$ cat src/ddoa_pkg.sv
// ddoa_pkg: shared constants and types of the door drive order arbiter and opening profile.
// assumes a single 100 MHz controller clock and 16-bit register data.
package ddoa_pkg;

  localparam int DW = 16;
  localparam int AW = 4;

  // door command codes; a higher code is a higher-ranked command
  typedef enum logic [2:0]
  {
    CMD_NONE  = 3'h0,
    CMD_OPEN  = 3'h1,
    CMD_CLOSE = 3'h2,
    CMD_LEARN = 3'h3,
    CMD_STOP  = 3'h4
  } ddoa_cmd_t;

  // register word indices
  localparam logic [AW-1:0] REG_CTRL         = 4'h0;
  localparam logic [AW-1:0] REG_STATUS       = 4'h1;
  localparam logic [AW-1:0] REG_CUTTER_DIST  = 4'h2;
  localparam logic [AW-1:0] REG_SLOW_START   = 4'h3;
  localparam logic [AW-1:0] REG_CREEP_DIST   = 4'h4;
  localparam logic [AW-1:0] REG_SLOW_END     = 4'h5;
  localparam logic [AW-1:0] REG_MAX_SPEED    = 4'h6;
  localparam logic [AW-1:0] REG_ACCEL_RAMP   = 4'h7;
  localparam logic [AW-1:0] REG_DECEL_RAMP   = 4'h8;
  localparam logic [AW-1:0] REG_REVERSAL     = 4'h9;
  localparam logic [AW-1:0] REG_IDLE_TORQUE  = 4'hA;
  localparam logic [AW-1:0] REG_STATIC_FORCE = 4'hB;
  localparam logic [AW-1:0] REG_DOOR_WIDTH   = 4'hC;
  localparam logic [AW-1:0] REG_CYC_TARGET   = 4'hD;
  localparam logic [AW-1:0] REG_CYC_DONE     = 4'hE;

  // control register fields
  localparam int CTRL_CYC_EN       = 0;
  localparam int CTRL_TERM_VALID   = 1;
  localparam int CTRL_TERM_SPECIAL = 2;
  localparam int CTRL_TERM_CMD_LSB = 3;

  // command word fields: {special, command}
  localparam int WORD_SPECIAL = 3;

  // reset values
  localparam logic [DW-1:0] RST_CUTTER_DIST  = 16'h0020;
  localparam logic [DW-1:0] RST_SLOW_START   = 16'h0010;
  localparam logic [DW-1:0] RST_CREEP_DIST   = 16'h0040;
  localparam logic [DW-1:0] RST_SLOW_END     = 16'h0010;
  localparam logic [DW-1:0] RST_MAX_SPEED    = 16'h0100;
  localparam logic [DW-1:0] RST_ACCEL_RAMP   = 16'h0008;
  localparam logic [DW-1:0] RST_DECEL_RAMP   = 16'h0008;
  localparam logic [DW-1:0] RST_REVERSAL     = 16'h0010;
  localparam logic [DW-1:0] RST_IDLE_TORQUE  = 16'h0020;
  localparam logic [DW-1:0] RST_STATIC_FORCE = 16'h0200;
  localparam logic [DW-1:0] RST_DOOR_WIDTH   = 16'h1000;
  localparam logic [DW-1:0] RST_CYC_TARGET   = 16'h0000;

  // timing
  localparam int CLK_PERIOD_NS   = 10;
  localparam int TICK_PERIOD_US  = 1000;
  localparam int TICK_CYCLES     = TICK_PERIOD_US * 1000 / CLK_PERIOD_NS;
  localparam int RESPONSE_MAX_MS = 60;
  localparam int STANDSTILL_MS   = 500;
  localparam int STANDSTILL_TICKS = STANDSTILL_MS * 1000 / TICK_PERIOD_US;
  localparam int UNLOCK_MS       = 200;
  localparam int UNLOCK_TICKS    = UNLOCK_MS * 1000 / TICK_PERIOD_US;

  function automatic ddoa_cmd_t ddoa_word_cmd(input logic [2:0] f);
    return (f > CMD_STOP) ? CMD_NONE : ddoa_cmd_t'(f);
  endfunction

endpackage

$ cat src/ddoa_prof_if.sv
// ddoa_prof_if: opening profile parameter snapshot and position toward the profile generator.
// assumes the main module owns the snapshot and the generator only reads it.
`timescale 1ns/1ps
interface ddoa_prof_if;
  import ddoa_pkg::*;
  logic [DW-1:0] cutterDist;
  logic [DW-1:0] slowStartSpd;
  logic [DW-1:0] creepDist;
  logic [DW-1:0] slowEndSpd;
  logic [DW-1:0] maxSpd;
  logic [DW-1:0] doorWidth;
  logic [DW-1:0] pos;
  logic [DW-1:0] target;
  modport owner (output cutterDist, slowStartSpd, creepDist, slowEndSpd, maxSpd, doorWidth, pos, input target);
  modport gen   (input cutterDist, slowStartSpd, creepDist, slowEndSpd, maxSpd, doorWidth, pos, output target);
endinterface
$ cat src/ddoa_arbiter.sv
// ddoa_arbiter: picks the winning door command among all drive order sources.
// assumes all inputs already synchronous; purely combinational.
`timescale 1ns/1ps
module ddoa_arbiter
  import ddoa_pkg::*;
(
  input  wire logic       btnStop,
  input  wire logic       btnOpen,
  input  wire logic       btnClose,
  input  wire logic       termValid,
  input  wire ddoa_cmd_t  termCmd,
  input  wire logic       termSpecial,
  input  wire logic [3:0] remoteWord,
  input  wire logic [3:0] localWord,
  output ddoa_cmd_t       winCmd,
  output logic            winSpecial
);
  ddoa_cmd_t btnCmd;
  ddoa_cmd_t remCmd;
  ddoa_cmd_t locCmd;

  always_comb
  begin
    remCmd = ddoa_word_cmd(remoteWord[2:0]);
    locCmd = ddoa_word_cmd(localWord[2:0]);
    btnCmd = btnStop ? CMD_STOP : btnClose ? CMD_CLOSE : btnOpen ? CMD_OPEN : CMD_NONE;
    if (btnCmd != CMD_NONE)
    begin
      winCmd = btnCmd;
      winSpecial = 1'b0;
    end
    else if (termValid && termCmd != CMD_NONE)
    begin
      winCmd = termCmd;
      winSpecial = termSpecial;
    end
    else if (remCmd >= locCmd)
    begin
      winCmd = remCmd;
      winSpecial = remoteWord[WORD_SPECIAL] && remCmd == CMD_STOP;
    end
    else
    begin
      winCmd = locCmd;
      winSpecial = localWord[WORD_SPECIAL] && locCmd == CMD_STOP;
    end
  end
endmodule

$ cat src/ddoa_door_drive.sv
// ddoa_door_drive: door drive order arbitration and opening speed/force profile.
// assumes inputs synchronous to clk; register port with read data one cycle after the strobe.
// Summary of operation
// - the highest-ranked source present wins; lower sources are discarded.
// - the three board service buttons rank above every other source.
// - service terminal or PC tool commands rank second, above command words.
// - remote and local command words share lowest rank; higher command wins.
// - stop ranks highest; with special extension, ramp down then freewheel deenergized.
// - learn run ranks second and is interrupted by a higher command.
// - close beats open; both beat deenergize, the idle inactive state.
// - a new drive order changes motor current within 60 ms.
// - disable input during travel forces a special stop.
// - before moving, snapshot the profile parameter set of that direction; learn runs go from S_IDLE to S_LEARN without a snapshot.
// - during motion the speed setpoint follows door position on the profile; closing and learn runs use slowStart instead.
// - force limit by position while moving, by elapsed time at standstill; the code holds staticForce throughout motion.
// - near the closed end, open at slow start speed to release interlock.
// - within creep distance before open end, limit to slow end speed.
// - opening speed never exceeds the configured maximum.
// - opening acceleration is capped by the configured acceleration ramp.
// - opening deceleration is capped by the configured deceleration ramp, or by the reversal ramp when a close order reverses it.
// - open command held at open end keeps the idle torque applied.
// - while opening, force is limited to the static opening force limit.
// - cyclic test cycles the door, unlocks before opening, counts cycles.
//
// Implementation choices: the strobed register port and the placing of the registers.
`timescale 1ns/1ps
module ddoa_door_drive
  import ddoa_pkg::*;
#(
  parameter int TICK_LEN = TICK_CYCLES
)
(
  input  wire logic          clk,
  input  wire logic          rst_n,
  input  wire logic [AW-1:0] regAddr,
  input  wire logic [DW-1:0] regWrData,
  input  wire logic          regWr,
  input  wire logic          regRd,
  output logic      [DW-1:0] regRdData,
  input  wire logic          serviceButtonA,
  input  wire logic          serviceButtonOpen,
  input  wire logic          serviceButtonClose,
  input  wire logic    [3:0] remoteDoorCommandWord,
  input  wire logic    [3:0] doorCommandWord,
  input  wire logic          disableIn,
  input  wire logic [DW-1:0] doorPos,
  output logic      [DW-1:0] motorSpeed,
  output logic               motorDirClose,
  output logic               motorEnergized,
  output logic      [DW-1:0] forceLimit,
  output logic               unlockOut
);

  typedef enum logic [7:0]
  {
    S_IDLE  = 8'h01,
    S_PREP  = 8'h02,
    S_OPEN  = 8'h04,
    S_CLOSE = 8'h08,
    S_HOLD  = 8'h10,
    S_STOP  = 8'h20,
    S_FREE  = 8'h40,
    S_LEARN = 8'h80
  } ddoa_state_t;

  typedef enum logic [2:0]
  {
    CY_UNLOCK = 3'h1,
    CY_OPEN   = 3'h2,
    CY_CLOSE  = 3'h4
  } ddoa_cyc_t;

  ddoa_prof_if prof ();

  ddoa_state_t   state;
  ddoa_cyc_t     cycPhase;
  ddoa_cmd_t     winCmd;
  ddoa_cmd_t     activeCmd;
  ddoa_cmd_t     termCmd;
  logic          winSpecial;
  logic          activeSpecial;
  logic          termValid;
  logic          revPending;
  logic          prepClose;
  logic [DW-1:0] ctrl;
  logic [DW-1:0] cutterDist;
  logic [DW-1:0] slowStart;
  logic [DW-1:0] creepDist;
  logic [DW-1:0] slowEnd;
  logic [DW-1:0] maxSpeed;
  logic [DW-1:0] accelRamp;
  logic [DW-1:0] decelRamp;
  logic [DW-1:0] reversalRamp;
  logic [DW-1:0] idleTorque;
  logic [DW-1:0] staticForce;
  logic [DW-1:0] doorWidth;
  logic [DW-1:0] cycTarget;
  logic [DW-1:0] cycDone;
  logic [DW-1:0] snapAccel;
  logic [DW-1:0] snapDecel;
  logic [DW-1:0] snapReversal;
  logic [DW-1:0] targetSpeed;
  logic [DW-1:0] stepDown;
  logic [DW-1:0] standTicks;
  logic [DW-1:0] unlockTicks;
  logic [31:0]   tickCnt;
  logic          tick;
  logic          clrDone;
  logic          cycActive;
  logic          atOpen;
  logic          atClosed;
  logic          moving;

  assign atOpen    = doorPos >= doorWidth;
  assign atClosed  = doorPos == '0;
  assign moving    = motorSpeed != '0;
  assign cycActive = ctrl[CTRL_CYC_EN] && cycDone < cycTarget;
  assign clrDone   = regWr && regAddr == REG_CYC_DONE;

  // register writes
  always_ff @(posedge clk or negedge rst_n)
  begin
    if (!rst_n)
    begin
      ctrl         <= '0;
      cutterDist   <= RST_CUTTER_DIST;
      slowStart    <= RST_SLOW_START;
      creepDist    <= RST_CREEP_DIST;
      slowEnd      <= RST_SLOW_END;
      maxSpeed     <= RST_MAX_SPEED;
      accelRamp    <= RST_ACCEL_RAMP;
      decelRamp    <= RST_DECEL_RAMP;
      reversalRamp <= RST_REVERSAL;
      idleTorque   <= RST_IDLE_TORQUE;
      staticForce  <= RST_STATIC_FORCE;
      doorWidth    <= RST_DOOR_WIDTH;
      cycTarget    <= RST_CYC_TARGET;
    end
    else if (regWr)
    begin
      unique case (regAddr)
        REG_CTRL:         ctrl         <= regWrData;
        REG_CUTTER_DIST:  cutterDist   <= regWrData;
        REG_SLOW_START:   slowStart    <= regWrData;
        REG_CREEP_DIST:   creepDist    <= regWrData;
        REG_SLOW_END:     slowEnd      <= regWrData;
        REG_MAX_SPEED:    maxSpeed     <= regWrData;
        REG_ACCEL_RAMP:   accelRamp    <= regWrData;
        REG_DECEL_RAMP:   decelRamp    <= regWrData;
        REG_REVERSAL:     reversalRamp <= regWrData;
        REG_IDLE_TORQUE:  idleTorque   <= regWrData;
        REG_STATIC_FORCE: staticForce  <= regWrData;
        REG_DOOR_WIDTH:   doorWidth    <= regWrData;
        REG_CYC_TARGET:   cycTarget    <= regWrData;
        default:          ;
      endcase
    end
  end

  // register reads; unmapped words read zero
  always_ff @(posedge clk or negedge rst_n)
  begin
    if (!rst_n)
      regRdData <= '0;
    else if (regRd)
    begin
      unique case (regAddr)
        REG_CTRL:         regRdData <= ctrl;
        REG_STATUS:       regRdData <= {state, cycActive, revPending, activeSpecial, motorDirClose, 1'b0, activeCmd};
        REG_CUTTER_DIST:  regRdData <= cutterDist;
        REG_SLOW_START:   regRdData <= slowStart;
        REG_CREEP_DIST:   regRdData <= creepDist;
        REG_SLOW_END:     regRdData <= slowEnd;
        REG_MAX_SPEED:    regRdData <= maxSpeed;
        REG_ACCEL_RAMP:   regRdData <= accelRamp;
        REG_DECEL_RAMP:   regRdData <= decelRamp;
        REG_REVERSAL:     regRdData <= reversalRamp;
        REG_IDLE_TORQUE:  regRdData <= idleTorque;
        REG_STATIC_FORCE: regRdData <= staticForce;
        REG_DOOR_WIDTH:   regRdData <= doorWidth;
        REG_CYC_TARGET:   regRdData <= cycTarget;
        REG_CYC_DONE:     regRdData <= cycDone;
        default:          regRdData <= '0;
      endcase
    end
  end

  // control update tick; one tick is far below the response bound
  always_ff @(posedge clk or negedge rst_n)
  begin
    if (!rst_n)
    begin
      tickCnt <= '0;
      tick    <= 1'b0;
    end
    else if (tickCnt >= 32'(TICK_LEN - 1))
    begin
      tickCnt <= '0;
      tick    <= 1'b1;
    end
    else
    begin
      tickCnt <= tickCnt + 32'h1;
      tick    <= 1'b0;
    end
  end

  // cyclic test rides on the terminal rank
  always_comb
  begin
    termValid = ctrl[CTRL_TERM_VALID] || cycActive;
    if (cycActive)
      termCmd = (cycPhase == CY_OPEN) ? CMD_OPEN : (cycPhase == CY_CLOSE) ? CMD_CLOSE : CMD_NONE;
    else
      termCmd = ddoa_word_cmd(ctrl[CTRL_TERM_CMD_LSB +: 3]);
  end

  ddoa_arbiter u_arb
  (
    .btnStop     (serviceButtonA),
    .btnOpen     (serviceButtonOpen),
    .btnClose    (serviceButtonClose),
    .termValid   (termValid),
    .termCmd     (termCmd),
    .termSpecial (ctrl[CTRL_TERM_SPECIAL] && !cycActive),
    .remoteWord  (remoteDoorCommandWord),
    .localWord   (doorCommandWord),
    .winCmd      (winCmd),
    .winSpecial  (winSpecial)
  );

  // latched order, refreshed every tick
  always_ff @(posedge clk or negedge rst_n)
  begin
    if (!rst_n)
    begin
      activeCmd     <= CMD_NONE;
      activeSpecial <= 1'b0;
    end
    else if (tick)
    begin
      if (disableIn && moving)
      begin
        activeCmd     <= CMD_STOP;
        activeSpecial <= 1'b1;
      end
      else
      begin
        activeCmd     <= winCmd;
        activeSpecial <= winSpecial;
      end
    end
  end

  // drive sequencing
  always_ff @(posedge clk or negedge rst_n)
  begin
    if (!rst_n)
    begin
      state         <= S_IDLE;
      revPending    <= 1'b0;
      prepClose     <= 1'b0;
      motorDirClose <= 1'b0;
      snapAccel     <= '0;
      snapDecel     <= '0;
      snapReversal  <= '0;
    end
    else if (tick)
    begin
      unique case (state)
        S_IDLE:
          if (activeCmd == CMD_STOP)
            state <= S_STOP;
          else if (activeCmd == CMD_LEARN)
            state <= S_LEARN;
          else if (activeCmd == CMD_CLOSE && !atClosed)
          begin
            prepClose <= 1'b1;
            state     <= S_PREP;
          end
          else if (activeCmd == CMD_OPEN)
          begin
            prepClose <= 1'b0;
            state     <= atOpen ? S_HOLD : S_PREP;
          end
        S_PREP:
        begin
          snapAccel     <= accelRamp;
          snapDecel     <= decelRamp;
          snapReversal  <= reversalRamp;
          motorDirClose <= prepClose;
          state         <= prepClose ? S_CLOSE : S_OPEN;
        end
        S_OPEN:
          if (activeCmd == CMD_STOP || activeCmd == CMD_LEARN || activeCmd == CMD_NONE)
            state <= S_STOP;
          else if (activeCmd == CMD_CLOSE)
          begin
            revPending <= 1'b1;
            prepClose  <= 1'b1;
            state      <= S_STOP;
          end
          else if (atOpen)
            state <= S_HOLD;
        S_CLOSE:
          if (activeCmd != CMD_CLOSE)
          begin
            revPending <= activeCmd == CMD_OPEN;
            prepClose  <= 1'b0;
            state      <= S_STOP;
          end
          else if (atClosed)
            state <= S_IDLE;
        S_HOLD:
          if (activeCmd != CMD_OPEN)
            state <= S_IDLE;
        S_STOP:
          if (!moving)
          begin
            revPending <= 1'b0;
            if (activeSpecial)
              state <= S_FREE;
            else if (revPending)
              state <= S_PREP;
            else if (activeCmd != CMD_STOP)
              state <= S_IDLE;
          end
        S_FREE:
          if (activeCmd != CMD_STOP)
            state <= S_IDLE;
        S_LEARN:
          if (activeCmd != CMD_LEARN || atOpen)
            state <= S_STOP;
      endcase
    end
  end

  // parameter snapshot feeds the profile generator
  always_ff @(posedge clk or negedge rst_n)
  begin
    if (!rst_n)
    begin
      prof.cutterDist   <= '0;
      prof.slowStartSpd <= '0;
      prof.creepDist    <= '0;
      prof.slowEndSpd   <= '0;
      prof.maxSpd       <= '0;
      prof.doorWidth    <= '0;
    end
    else if (tick && state == S_PREP && !prepClose)
    begin
      prof.cutterDist   <= cutterDist;
      prof.slowStartSpd <= slowStart;
      prof.creepDist    <= creepDist;
      prof.slowEndSpd   <= slowEnd;
      prof.maxSpd       <= maxSpeed;
      prof.doorWidth    <= doorWidth;
    end
  end

  assign prof.pos = doorPos;

  ddoa_open_profile u_prof
  (
    .prof (prof)
  );

  always_comb
  begin
    unique case (state)
      S_OPEN:  targetSpeed = prof.target;
      S_CLOSE: targetSpeed = atClosed ? '0 : slowStart;
      S_LEARN: targetSpeed = slowStart;
      default: targetSpeed = '0;
    endcase
    // reversal ramp assumed not below the decel ramp
    stepDown = (state == S_STOP && revPending) ? snapReversal : snapDecel;
  end

  // speed ramp toward the setpoint
  always_ff @(posedge clk or negedge rst_n)
  begin
    if (!rst_n)
      motorSpeed <= '0;
    else if (tick)
    begin
      if (motorSpeed < targetSpeed)
        motorSpeed <= (targetSpeed - motorSpeed > snapAccel) ? motorSpeed + snapAccel : targetSpeed;
      else if (motorSpeed > targetSpeed)
        motorSpeed <= (motorSpeed - targetSpeed > stepDown) ? motorSpeed - stepDown : targetSpeed;
    end
  end

  // force limit: staticForce in motion, by time at standstill
  always_ff @(posedge clk or negedge rst_n)
  begin
    if (!rst_n)
    begin
      forceLimit     <= '0;
      standTicks     <= '0;
      motorEnergized <= 1'b0;
    end
    else if (tick)
    begin
      motorEnergized <= !(state == S_IDLE || state == S_FREE);
      if (state == S_OPEN || state == S_CLOSE || state == S_LEARN || moving)
      begin
        standTicks <= '0;
        forceLimit <= staticForce;
      end
      else
      begin
        if (standTicks < DW'(STANDSTILL_TICKS))
          standTicks <= standTicks + 16'h0001;
        if (state == S_IDLE || state == S_FREE)
          forceLimit <= '0;
        else if (standTicks < DW'(STANDSTILL_TICKS))
          forceLimit <= staticForce;
        else if (state == S_HOLD)
          forceLimit <= idleTorque;
        else
          forceLimit <= staticForce;
      end
    end
  end

  // cyclic test sequencing; counting beats a clearing write
  always_ff @(posedge clk or negedge rst_n)
  begin
    if (!rst_n)
    begin
      cycPhase    <= CY_UNLOCK;
      cycDone     <= '0;
      unlockTicks <= '0;
      unlockOut   <= 1'b0;
    end
    else
    begin
      if (clrDone && !(tick && cycActive && cycPhase == CY_CLOSE && state == S_IDLE && atClosed))
        cycDone <= '0;
      if (!cycActive)
      begin
        cycPhase    <= CY_UNLOCK;
        unlockTicks <= '0;
        unlockOut   <= 1'b0;
      end
      else if (tick)
      begin
        unique case (cycPhase)
          CY_UNLOCK:
          begin
            unlockOut <= 1'b1;
            if (unlockTicks >= DW'(UNLOCK_TICKS))
            begin
              unlockOut <= 1'b0;
              cycPhase  <= CY_OPEN;
            end
            else
              unlockTicks <= unlockTicks + 16'h0001;
          end
          CY_OPEN:
            if (state == S_HOLD)
              cycPhase <= CY_CLOSE;
          CY_CLOSE:
            if (state == S_IDLE && atClosed)
            begin
              cycDone     <= cycDone + 16'h0001;
              unlockTicks <= '0;
              cycPhase    <= CY_UNLOCK;
            end
        endcase
      end
    end
  end

endmodule

$ cat src/ddoa_open_profile.sv
// ddoa_open_profile: speed setpoint along the opening profile from door position.
// assumes position 0 is the closed end and doorWidth the open end.
`timescale 1ns/1ps
module ddoa_open_profile
  import ddoa_pkg::*;
(
  ddoa_prof_if.gen prof
);
  logic [DW-1:0] toGo;
  logic [DW-1:0] raw;

  always_comb
  begin
    toGo = (prof.doorWidth > prof.pos) ? prof.doorWidth - prof.pos : '0;
    if (toGo == '0)
      raw = '0;
    else if (prof.pos < prof.cutterDist)
      raw = prof.slowStartSpd;
    else if (toGo <= prof.creepDist)
      raw = prof.slowEndSpd;
    else
      raw = prof.maxSpd;
    prof.target = (raw > prof.maxSpd) ? prof.maxSpd : raw;
  end
endmodule

$ cat config.mk
export PLATFORM = sky130hd
export DESIGN_NAME = ddoa_door_drive
export DESIGN_NICKNAME = d
export VERILOG_FILES = /design/src/ddoa_pkg.sv /design/src/ddoa_prof_if.sv /design/src/ddoa_arbiter.sv /design/src/ddoa_door_drive.sv /design/src/ddoa_open_profile.sv
export SDC_FILE = /design/constraint.sdc
export NUM_CORES = 1
export LEC_CHECK = 0
export BUFFER_PORTS_ARGS = -buffer_cell sky130_fd_sc_hd__buf_2
export CAP_MARGIN = 10
export CORE_ASPECT_RATIO = 0.6
export CORE_MARGIN = 2
export CORE_UTILIZATION = 35
export CTS_BUF_LIST = sky130_fd_sc_hd__clkbuf_4 sky130_fd_sc_hd__clkbuf_8 sky130_fd_sc_hd__clkbuf_16
export CTS_CLUSTER_SIZE = 14
export DETAILED_ROUTE_END_ITERATION = 6
export GPL_TIMING_DRIVEN = 0
export PLACE_DENSITY_LB_ADDON = 0.12
export SLEW_MARGIN = 20
export SYNTH_ARGS = -nofsm -noshare
export SYNTH_HDL_FRONTEND = slang
export SYNTH_SLANG_ARGS = --single-unit
$ cat constraint.sdc
create_clock -name clk -period 17.12 [get_ports clk]
set_input_delay 0.856 -clock clk [delete_from_list [all_inputs] [get_ports clk]]
set_output_delay 0.856 -clock clk [all_outputs]
set_load 0.005 [all_outputs]
==> metrics.txt <==
Final Cell Area=0.0336 mm²; Starting Density=0.354; CTS tree=done; via count=24667; Adder-Cell Fraction of Synth Area=0.0857; number of setup buffers added after CTS=0; clk_lat worst skew=0.67 ns; Hold WS=0.0898 ns; Yosys top cell area share=0.412; final RePlAce weighted congestion=0.978; Max VDD drop=93.0 µV; Post-Syn Instances=2873; Buffers on Ports=96; RR Startpoint=prof.doorWidth[0]; synthesized area=0.0296 mm²; GRT Overall Usage=0.269; CP arrival=14.73 ns; CTS clk-pin slew, worst paths=0.07 ns; Clock power frac=0.193; total core area=0.0836 mm²; Avg Vias per Cell=5.84; CP startpoint=doorPos[0]; startpoint types=primary input; Cell Count Post-Placement=4128; reported max-cap violation count=0; clk root buf=clkbuf_16; Min-Delay Path Class=primary input to asynchronous set/reset pin; WS Path Type=primary input to register; Synth area leaders=dfrtp_1 41%, mux2_2 12%, ha_1 8.2%; Setup crit end kind=register; Worst Max-Slew Pin Slew=1.24 ns; CTS Sinks=501; Reg power frac=0.314; die width=380 µm; # nets final=3300; Synth Register Bits=501; sw frac=0.443; post-synthesis mux area share=0.150; RSZ-0062 raised after global routing=no; fin util=0.402; ANT nets after route=0; post-synthesis compound-gate area fraction=0.152; most common cell after layout, fill and taps aside=dfrtp_1; status=finished clean; H-tree Lvls=2; Mean Syn Cell Area=10.3 µm²; ys async rst share=1.00; Tcrit/Tclk final=0.829; IO Pins=103; Post-Synth Simple-Gate Area=0.121; internal power=3.46 mW; setup ws final=2.92 ns; final setup vio count=0; fin crit period=14.20 ns; max incr delay on CP=0.59 ns; max-slew violations=0; fill count=8154; CP Max Fanout=10; total gr overflow=0; First DRT Iteration DRCs=3023; placed inst area=0.0318 mm²; largest family of logic cells by synthesized area=compound AO/OA/AOI/OAI gates; hold buffers post-CTS=0; Critical Path RT=17.65 ns; Yosys cell types=95; proportion of layout cells with a drive suffix above 1=0.201; first-pass GRT wire length=171000 µm; EDFF count, synth=0; full die area=0.0871 mm²; Worst Skew=0.0573 ns; largest net degree at the start of global routing=95; top_reg_cell synth=dfrtp_1; Slowest cell on crit path=clkbuf_1; pre-CTS WS=2.49 ns; CTS max path bufs=3; xor/xnor share of the synthesized area=0.0228; Leakage=15.2 nW; max reg flops=32; most frequent cells in the layout=488 x dfrtp_1, 318 x mux2_2, 212 x nor2_1; Inserted Clock Buffers=52; first-pass iteration count of the detailed router=7; endpoints failing hold=0; Seq/Total Area, Yosys=0.424; final std cells w/o fill=4225; Pwr Density=185 mW/mm²; die height=229 µm; Sw Pwr=2.75 mW; CTS resizes=0; P&R area growth vs syn=13.5%; initial antenna violation count=9; post-DP HPWL=93300 µm; FP Rows=82; combinational share of power=0.493; Post-Route WL=118000 µm; Max Clk Rate=70.4 MHz; total power=6.21 mW; vias in the first global route=23636; WL per Instance=28.0 µm; Setup TNS=0 ns; slew margin rel.=0.175; DRC=0; Biggest register=tickCnt; Synth area leader=dfrtp_1; Yosys warnings=0
cells in the mapped netlist, types with 20 or more instances:
| library cell | instances |
|---|---|
| buf_2 | 22 |
| nand2b_1 | 53 |
| o311ai_0 | 20 |
| o21a_1 | 20 |
| nand3_1 | 70 |
| nor2b_1 | 31 |
| clkbuf_1 | 109 |
| mux2i_1 | 30 |
| nand2_1 | 141 |
| dfrtp_1 | 488 |
| xor2_1 | 37 |
| nor3_1 | 41 |
| a221oi_1 | 22 |
| a22o_1 | 23 |
| a21o_1 | 44 |
| mux2_1 | 27 |
| a21oi_1 | 102 |
| inv_1 | 194 |
| nand4_1 | 35 |
| and3_1 | 29 |
| nor2_1 | 212 |
| o22ai_1 | 33 |
| nor4_1 | 30 |
| mux2_2 | 318 |
| xnor2_1 | 40 |
| ha_1 | 195 |
| a22oi_1 | 81 |
| o211ai_1 | 23 |
| o21ai_0 | 129 |
cells by family after synthesis:
family                     count (synthesis)
and+or+nand+nor                          715
AOI/OAI and AO/OA                        651
DFF                                      501
other                                      1
adders and majority gates                200
muxes                                    393
xor gates and xnor gates                  77
buffers and inverters                    335
area by class of cell:
| type | instances | area, µm² | area share |
|---|---|---|---|
| diodes | 2 | 5.00 | 0.000149 |
| plain buffers | 141 | 604 | 0.0180 |
| clock buffers | 68 | 1470 | 0.0438 |
| inverters | 194 | 728 | 0.0217 |
| multi-input cells | 2051 | 15800 | 0.471 |
| clock inverters | 27 | 297 | 0.00882 |
| flip-flops and latches | 501 | 12600 | 0.373 |
| repair buffers | 107 | 698 | 0.0208 |
| well taps | 1134 | 1420 | 0.0422 |
worst max-delay path: cells and delay by family:
kind,cells,cell delay [ns]
multiplexers,1,0.38
buffers and inverters,10,2.86
AO/OA/AOI/OAI,26,6.24
adder cells (fa/ha/maj),6,1.94
AND/OR/NAND/NOR,12,2.41
power groups by stage:
stage	logic [mW]	clock network, mW	registers, mW
detailed placement	2.98	0	1.95
global placement	2.90	0	1.94
floorplan	2.13	0	1.71
finish	3.06	1.20	1.95
CTS	3.00	1.22	1.93
global route	3.35	1.27	1.98
per-layer routing:
layer | vias to the layer above | GRT usage | share of wire
met4 | 2 | 0.0549 | 0.019
met1 | 12630 | 0.445 | 0.52
li1 | 10847 | - | -
met2 | 1078 | 0.344 | 0.37
met3 | 110 | 0.0567 | 0.092
met5 | - | 0 | 0.00010
path summary, 6_finish.rpt:
kind | slack [ns] | to | depth (start not counted)
max in group asynchronous | 14.96 | idleTorque[5] | 5
hold / removal | 0.09 | motorSpeed[6] | 1
min in group clk | 0.48 | tickCnt[0] | 1
setup / recovery | 2.92 | motorSpeed[5] | 55
hold reg to reg | 0.48 | tickCnt[0] | 1
setup reg to reg | 2.94 | motorSpeed[5] | 55
Power figures use the tool's default switching activity.
